**config.mk**
```make
export PLATFORM = sky130hd
export DESIGN_NAME = cmd_exec
export DESIGN_NICKNAME = d
export VERILOG_FILES = /design/src/cmd_pkg.sv /design/src/cmd_divider.sv /design/src/cmd_exec.sv
export SDC_FILE = /design/constraint.sdc
export NUM_CORES = 1
export LEC_CHECK = 0
export BUFFER_PORTS_ARGS = -buffer_cell sky130_fd_sc_hd__buf_2
export CAP_MARGIN = 5
export CORE_MARGIN = 8
export CORE_UTILIZATION = 43
export CTS_BUF_LIST = sky130_fd_sc_hd__clkbuf_4
export DETAILED_ROUTE_END_ITERATION = 10
export PLACE_DENSITY_LB_ADDON = 0.15
export SLEW_MARGIN = 20
export SYNTH_ARGS = -nofsm -noshare
export SYNTH_HDL_FRONTEND = slang
export SYNTH_HIERARCHICAL = 1
export SYNTH_SLANG_ARGS = --single-unit
```
**constraint.sdc**
```tcl
create_clock -name mclk -period 5.6 [get_ports mclk]
set_input_delay 0 -clock mclk [delete_from_list [all_inputs] [get_ports mclk]]
set_output_delay 0 -clock mclk [all_outputs]
set_load 0.02 [all_outputs]
```
**src/cmd_pkg.sv**
```systemverilog
// Purpose: Constants for the conditional move / divide execution slice
// Assumes: 32-bit instruction words, 32-bit data path by default
// Notes: Opcode fields and encodings shared by decoder and checker
package cmd_pkg;
    localparam int XLEN = 32;
    localparam int INSN_W = 32;
    localparam int DIV_CNT_W = 7;
    localparam int CSYNC_DRAIN_CYCLES = 2;
    localparam logic [5:0] OPC_ALU = 6'h38;
    localparam logic [3:0] FN_CMOV = 4'he;
    localparam logic [3:0] FN_DIV = 4'h9;
    localparam logic [3:0] FN_DIVU = 4'ha;
    localparam logic [1:0] SUB_CMOV = 2'h0;
    localparam logic [1:0] SUB_DIV = 2'h3;
    localparam logic [31:0] INSN_CSYNC = 32'h23000000;
    localparam logic [5:0] OPC_CUST1 = 6'h1c;
    localparam logic [5:0] OPC_CUST4 = 6'h1f;
    localparam logic [5:0] OPC_CUST5 = 6'h3c;
    localparam logic [5:0] OPC_CUST8 = 6'h3f;
    localparam int OPC_HI = 31;
    localparam int OPC_LO = 26;
    localparam int RD_HI = 25;
    localparam int RD_LO = 21;
    localparam int SUB_HI = 9;
    localparam int SUB_LO = 8;
    localparam int FN_HI = 3;
    localparam int FN_LO = 0;
    typedef enum logic [1:0]
    {
        CMD_IDLE = 2'b00,
        CMD_DIV = 2'b01,
        CMD_SYNC = 2'b10
    } cmd_state_t;
endpackage

```
**src/cmd_divider.sv**
```systemverilog
// Purpose: Iterative restoring divider, one quotient bit per clock
// Assumes: Operands held stable by caller only at start
// Notes: Quotient truncated toward zero for signed operation
`timescale 1ns/1ps
module cmd_divider
    import cmd_pkg::*;
(
    input wire logic mclk,
    input wire logic resetn,
    input wire logic start,
    input wire logic is_signed,
    input wire logic [XLEN-1:0] dividend,
    input wire logic [XLEN-1:0] divisor,
    output logic busy,
    output logic done,
    output logic [XLEN-1:0] quotient
);
    logic [XLEN-1:0] rem_r;
    logic [XLEN-1:0] quo_r;
    logic [XLEN-1:0] dsr_r;
    logic neg_r;
    logic [DIV_CNT_W-1:0] cnt_r;
    logic [XLEN:0] trial;

    function automatic logic [XLEN-1:0] magnitude(input logic [XLEN-1:0] v, input logic sgn);
        magnitude = (sgn && v[XLEN-1]) ? (~v + 1'b1) : v;
    endfunction

    assign trial = {rem_r, quo_r[XLEN-1]} - {1'b0, dsr_r};

    // ------------------------------------------------------------
    // Shift-subtract loop
    // ------------------------------------------------------------
    always_ff @(posedge mclk or negedge resetn)
    begin
        if (!resetn)
        begin
            rem_r <= '0;
            quo_r <= '0;
            dsr_r <= '0;
            neg_r <= 1'b0;
            cnt_r <= '0;
            busy <= 1'b0;
            done <= 1'b0;
            quotient <= '0;
        end
        else
        begin
            done <= 1'b0;
            if (start && !busy)
            begin
                rem_r <= '0;
                quo_r <= magnitude(dividend, is_signed);
                dsr_r <= magnitude(divisor, is_signed);
                neg_r <= is_signed && (dividend[XLEN-1] ^ divisor[XLEN-1]);
                cnt_r <= DIV_CNT_W'(XLEN);
                busy <= 1'b1;
            end
            else if (busy)
            begin
                // Truncating: remainder simply dropped at the end
                if (!trial[XLEN])
                begin
                    rem_r <= trial[XLEN-1:0];
                    quo_r <= {quo_r[XLEN-2:0], 1'b1};
                end
                else
                begin
                    rem_r <= {rem_r[XLEN-2:0], quo_r[XLEN-1]};
                    quo_r <= {quo_r[XLEN-2:0], 1'b0};
                end
                cnt_r <= cnt_r - 1'b1;
                if (cnt_r == DIV_CNT_W'(1))
                begin
                    busy <= 1'b0;
                    done <= 1'b1;
                    quotient <= neg_r ? ~({quo_r[XLEN-2:0], ~trial[XLEN]}) + 1'b1
                                      : {quo_r[XLEN-2:0], ~trial[XLEN]};
                end
            end
        end
    end
endmodule

```
**src/cmd_exec.sv**
```systemverilog
// Purpose: Execution slice for conditional move, context sync, custom slots and divide
// Assumes: Pipeline stalls while busy is high; operands valid with insn_valid
// Notes: One instruction taken per idle cycle
`timescale 1ns/1ps
module cmd_exec
    import cmd_pkg::*;
(
    input wire logic mclk,
    input wire logic resetn,
    input wire logic insn_valid,
    input wire logic [INSN_W-1:0] insn,
    input wire logic [XLEN-1:0] opnd_a,
    input wire logic [XLEN-1:0] opnd_b,
    input wire logic cond_flag,
    input wire logic overflow_exception_enable,
    input wire logic div_zero_exception_enable,
    input wire logic pipeline_idle,
    output logic busy,
    output logic wb_valid,
    output logic [4:0] wb_dest,
    output logic [XLEN-1:0] wb_data,
    output logic overflow_flag_we,
    output logic overflow_flag,
    output logic carry_flag_we,
    output logic carry_flag,
    output logic range_exception,
    output logic illegal_insn,
    output logic pipeline_flush,
    output logic context_reload
);
    cmd_state_t state_r;
    logic [4:0] dest_r;
    logic div_start;
    logic div_busy;
    logic div_done;
    logic [XLEN-1:0] div_quo;
    logic [DIV_CNT_W-1:0] drain_r;
    logic take;
    logic is_cmov;
    logic is_div;
    logic is_divu;
    logic is_sync;
    logic is_cust;
    logic zero_div;

    function automatic logic alu_match(input logic [INSN_W-1:0] w, input logic [1:0] sub, input logic [3:0] fn);
        alu_match = (w[OPC_HI:OPC_LO] == OPC_ALU) && (w[SUB_HI:SUB_LO] == sub) && (w[FN_HI:FN_LO] == fn);
    endfunction

    // ------------------------------------------------------------
    // Decode
    // ------------------------------------------------------------
    assign take = insn_valid && (state_r == CMD_IDLE);
    assign is_cmov = alu_match(insn, SUB_CMOV, FN_CMOV);
    assign is_div = alu_match(insn, SUB_DIV, FN_DIV);
    assign is_divu = alu_match(insn, SUB_DIV, FN_DIVU);
    assign is_sync = (insn == INSN_CSYNC);
    // No custom instruction is built in, so every slot traps
    assign is_cust = ((insn[OPC_HI:OPC_LO] >= OPC_CUST1) && (insn[OPC_HI:OPC_LO] <= OPC_CUST4))
                  || ((insn[OPC_HI:OPC_LO] >= OPC_CUST5) && (insn[OPC_HI:OPC_LO] <= OPC_CUST8));
    assign zero_div = (opnd_b == '0);
    assign div_start = take && (is_div || is_divu) && !zero_div;

    cmd_divider u_div
    (
        .mclk(mclk),
        .resetn(resetn),
        .start(div_start),
        .is_signed(is_div),
        .dividend(opnd_a),
        .divisor(opnd_b),
        .busy(div_busy),
        .done(div_done),
        .quotient(div_quo)
    );

    // ------------------------------------------------------------
    // Sequencing
    // ------------------------------------------------------------
    always_ff @(posedge mclk or negedge resetn)
    begin
        if (!resetn)
        begin
            state_r <= CMD_IDLE;
            drain_r <= '0;
            busy <= 1'b0;
        end
        else
        begin
            case (state_r)
                CMD_IDLE:
                begin
                    if (div_start)
                    begin
                        state_r <= CMD_DIV;
                        busy <= 1'b1;
                    end
                    else if (take && is_sync)
                    begin
                        state_r <= CMD_SYNC;
                        drain_r <= DIV_CNT_W'(CSYNC_DRAIN_CYCLES);
                        busy <= 1'b1;
                    end
                end
                CMD_DIV:
                begin
                    if (div_done)
                    begin
                        state_r <= CMD_IDLE;
                        busy <= 1'b0;
                    end
                end
                CMD_SYNC:
                begin
                    // Hold until the rest of the core has drained
                    if (drain_r != '0)
                        drain_r <= drain_r - 1'b1;
                    else if (pipeline_idle && !div_busy)
                    begin
                        state_r <= CMD_IDLE;
                        busy <= 1'b0;
                    end
                end
                default:
                begin
                    state_r <= CMD_IDLE;
                    busy <= 1'b0;
                end
            endcase
        end
    end

    // ------------------------------------------------------------
    // Writeback and flags
    // ------------------------------------------------------------
    always_ff @(posedge mclk or negedge resetn)
    begin
        if (!resetn)
        begin
            dest_r <= '0;
            wb_valid <= 1'b0;
            wb_dest <= '0;
            wb_data <= '0;
            overflow_flag_we <= 1'b0;
            overflow_flag <= 1'b0;
            carry_flag_we <= 1'b0;
            carry_flag <= 1'b0;
            range_exception <= 1'b0;
            illegal_insn <= 1'b0;
        end
        else
        begin
            wb_valid <= 1'b0;
            overflow_flag_we <= 1'b0;
            carry_flag_we <= 1'b0;
            range_exception <= 1'b0;
            illegal_insn <= 1'b0;
            if (take)
                dest_r <= insn[RD_HI:RD_LO];
            if (take && is_cmov)
            begin
                wb_valid <= 1'b1;
                wb_dest <= insn[RD_HI:RD_LO];
                wb_data <= cond_flag ? opnd_a : opnd_b;
            end
            if (take && is_div)
            begin
                overflow_flag_we <= 1'b1;
                overflow_flag <= zero_div;
            end
            if (take && is_divu)
            begin
                carry_flag_we <= 1'b1;
                carry_flag <= zero_div;
            end
            if (take && (is_div || is_divu) && zero_div)
                range_exception <= overflow_exception_enable && div_zero_exception_enable;
            if (take && is_cust)
                illegal_insn <= 1'b1;
            if (div_done)
            begin
                wb_valid <= 1'b1;
                wb_dest <= dest_r;
                wb_data <= div_quo;
            end
        end
    end

    // ------------------------------------------------------------
    // Context synchronization outputs
    // ------------------------------------------------------------
    always_ff @(posedge mclk or negedge resetn)
    begin
        if (!resetn)
        begin
            pipeline_flush <= 1'b0;
            context_reload <= 1'b0;
        end
        else
        begin
            pipeline_flush <= (state_r == CMD_SYNC) && (drain_r == '0) && pipeline_idle && !div_busy;
            context_reload <= (state_r == CMD_SYNC) && (drain_r == '0) && pipeline_idle && !div_busy;
        end
    end
endmodule

```
==> out/qor.yml <==
status: "finished, final reports clean"
min_to: "wb_data[31]"
synth_async_sr_flop_share: 1.00
reg2reg_depth: 20
synth.distinct_cells: 77
port_buffers: 149
dp_hpwl_mm: 29.6
use_met1: 0.293
syn_area_per_cell_um2: 8.79
wire_per_inst_um: 19.5
antenna_found_initial: 2
final_nets: 1875
cts_resized: 0
clockRootBuffer: "clkbuf_4"
drt_iter0_markers: 789
fp-row-count: 64
track_usage: 0.230
r2r_start: "u_div/quo_r[31]"
path_clk_slew_ps: 200
firstDrtPassIters: 6
min_period_ps: 5150
yosysTopAreaCellShare: 0.377
clock_sinks: 198
insertion_delay_ps: 650
synthTopCellsByArea: "dfrtp_1, nand2_1, o21ai_0"
critPathKind: "register to register"
worst_ep_required_time_ps: 6120
skew_ps: 46.2
yosysSeqAreaShare: 0.377
setup_viol: 0
core_region_area_um2: 30300
worstPathArrival_ps: 5680
cts_max_level: 4
postSynthCellCount: 1495
initial_core_util: 0.433
regToRegSetupSlack_ps: 450
ant_nets: 0
worstHoldStart: "insn[26]"
ioPinCount: 150
vias: 12100
via_per_inst: 5.66
grt_max_degree: 93
setup_tns_ps: 0
netlist_area_um2: 13100
cp-start-kind: "register"
slew_headroom: 0.297
final_cell_mix: "nand2_1, dfrtp_1, o21ai_0, buf_2, dlygate4sd3_1"
area_growth_pct: 20.5
met3_usage: 0.0426
ys.flop_type: "dfrtp_1"
drv_slew: 0
grt_pass1_vias: 12000
clk_path_buf_depth: 2
grt_pass1_wl_mm: 66.6
hold_depth: 5
min_period_over_period: 0.920
r2r_end: "u_div/quotient[30]"
dieHeight_um: 191
cts_tree: "yes"
cts_buffers: 17
gp_congestion: 0.894
busiest_layer: "met2"
hold_viol: 0
synth-edff-count: 0
rsz0062_at_grt: "no"
p_leak_nw: 6.87
whs_ps: 71.8
synth_area_leader_cell: "dfrtp_1"
power_density_nw_per_um2: 167
grtUsageMet2: 0.377
die_width_um: 191
ir_drop_mv: 0.134
synth-warning-count: 6
endpoint_kind: "register"
tightest_slew_ps: 1050
synth-seq-cells: 198
cp_max_fo: 6
maxCapViolCount: 0
drc_errors: 0
min_path_type: "primary input to register"
syn-num-nets: 1637
die-area_um2: 36400
fmax_mhz: 194
final_common_cell: "nand2_1"
routed_wl_mm: 41.9
grt.overflow.total: 0
drive_above_1_share: 0.159
[cell type report]
class                      count  area, µm²
fill                        2809      14500
multi-input combinational   1159       7620
sequential                   198       4960
timing repair buffer         299       2220
tap                          396        495
inverter                      58        218
clock inverter                15        204
clock buffer                  17        128
antenna                        2       5.00
[repair_timing]
item | CTS | global route
hold buffers | 134 | 0
setup buffers | 0 | 0
endpoints found under the hold margin | 209 | 0
[power breakdown]
group | switching [mW] | leakage, nW | internal, mW | total (mW)
clock | 0.587 | 0.169 | 0.294 | 0.880
sequential | 0.00880 | 2.55 | 1.44 | 1.45
combinational | 0.178 | 4.16 | 0.147 | 0.325
total | 0.774 | 6.87 | 1.88 | 2.65
[how the worst max path moves through the flow]
| stage | start | end | slack (ps) | cells after the start |
|---|---|---|---|---|
| floorplan | u_div/quo_r[31] | u_div/quotient[30] | 440 | 23 |
| global route | u_div/quo_r[31] | u_div/quotient[30] | 150 | 20 |
| global placement | u_div/quo_r[31] | u_div/quotient[30] | 640 | 20 |
| detailed placement | u_div/quo_r[31] | u_div/quotient[30] | 540 | 20 |
| CTS | u_div/quo_r[31] | u_div/quotient[30] | 490 | 20 |
| finish | u_div/quo_r[31] | u_div/quotient[30] | 450 | 20 |
[Yosys cell counts (7+ instances only)]
cell type	count
a211oi_1	7
nor3b_1	11
nand4_1	9
nor2_1	77
nand3_1	17
o41ai_1	9
nand2_1	228
a31oi_1	21
or4_1	9
a221oi_1	8
nor2b_1	7
and2_1	10
and3_1	20
nor3_1	29
xor2_1	58
ha_1	38
nand2b_1	15
o21a_1	9
xnor2_1	40
buf_1	7
nor4_1	21
a21oi_1	84
dfrtp_1	198
mux2_4	19
a21o_1	17
clkbuf_1	61
o21ai_0	170
inv_1	58
mux2_2	35
or3_1	25
mux2i_1	77
o31ai_1	17
[through the flow]
step | util | cell area [µm²] | power (mW) | cells | worst slack (ps)
6_report | 0.522 | 15800 | 2.65 | 2144 | 446
3_3_place_gp | 0.467 | 14200 | 1.73 | 1976 | 637
5_1_grt | 0.522 | 15800 | 2.76 | 2144 | 152
3_5_place_dp | 0.467 | 14200 | 1.73 | 1976 | 537
2_1_floorplan | - | 13100 | 1.58 | 1495 | 438
4_1_cts | 0.522 | 15800 | 2.69 | 2142 | 487
[worst max-delay path, stage by stage, from the launching register on]
cell and delay [ps]:
dfrtp_1 400, inv_1 100, ha_1 200, fa_1 210, nand2b_1 140, a21oi_1 90, o21a_1 240, o2111a_1 290
o211a_1 290, or3_1 340, and2_1 180, inv_1 90, ha_1 170, nand2_1 70, or3_1 350, or4_1 590
or2_1 310, or4_4 480, o31ai_2 260, xor2_1 170, o21ai_1 70
[sequential cells by signal, indices dropped and copies added (netlist names), 2 cells and up]
| register | count |
|---|---|
| wb_data | 32 |
| wb_dest | 5 |
| dest_r | 5 |
| u_div/quotient | 32 |
| u_div/rem_r | 32 |
| u_div/dsr_r | 32 |
| state_r | 2 |
| drain_r | 7 |
| u_div/cnt_r | 7 |
| u_div/quo_r | 32 |
[metal layers]
metal  vias up  share of wire
li1       5796              -
met1      5895           0.43
met2       359           0.48
met3        78          0.053
met4         0          0.034
met5         -              0
[cells by family (layout without fill, tap and decap cells)]
kind of cell	Yosys count	in the layout	share of synthesized area
flops	198	198	0.377
simple gates	503	503	0.186
buf+inv	138	389	0.0444
compound gates	386	386	0.178
mux	133	133	0.112
other cells	0	2	0
xor+xnor	98	98	0.0653
fa+ha+maj	39	39	0.0377
No activity file was read; power rests on OpenSTA's default activity.
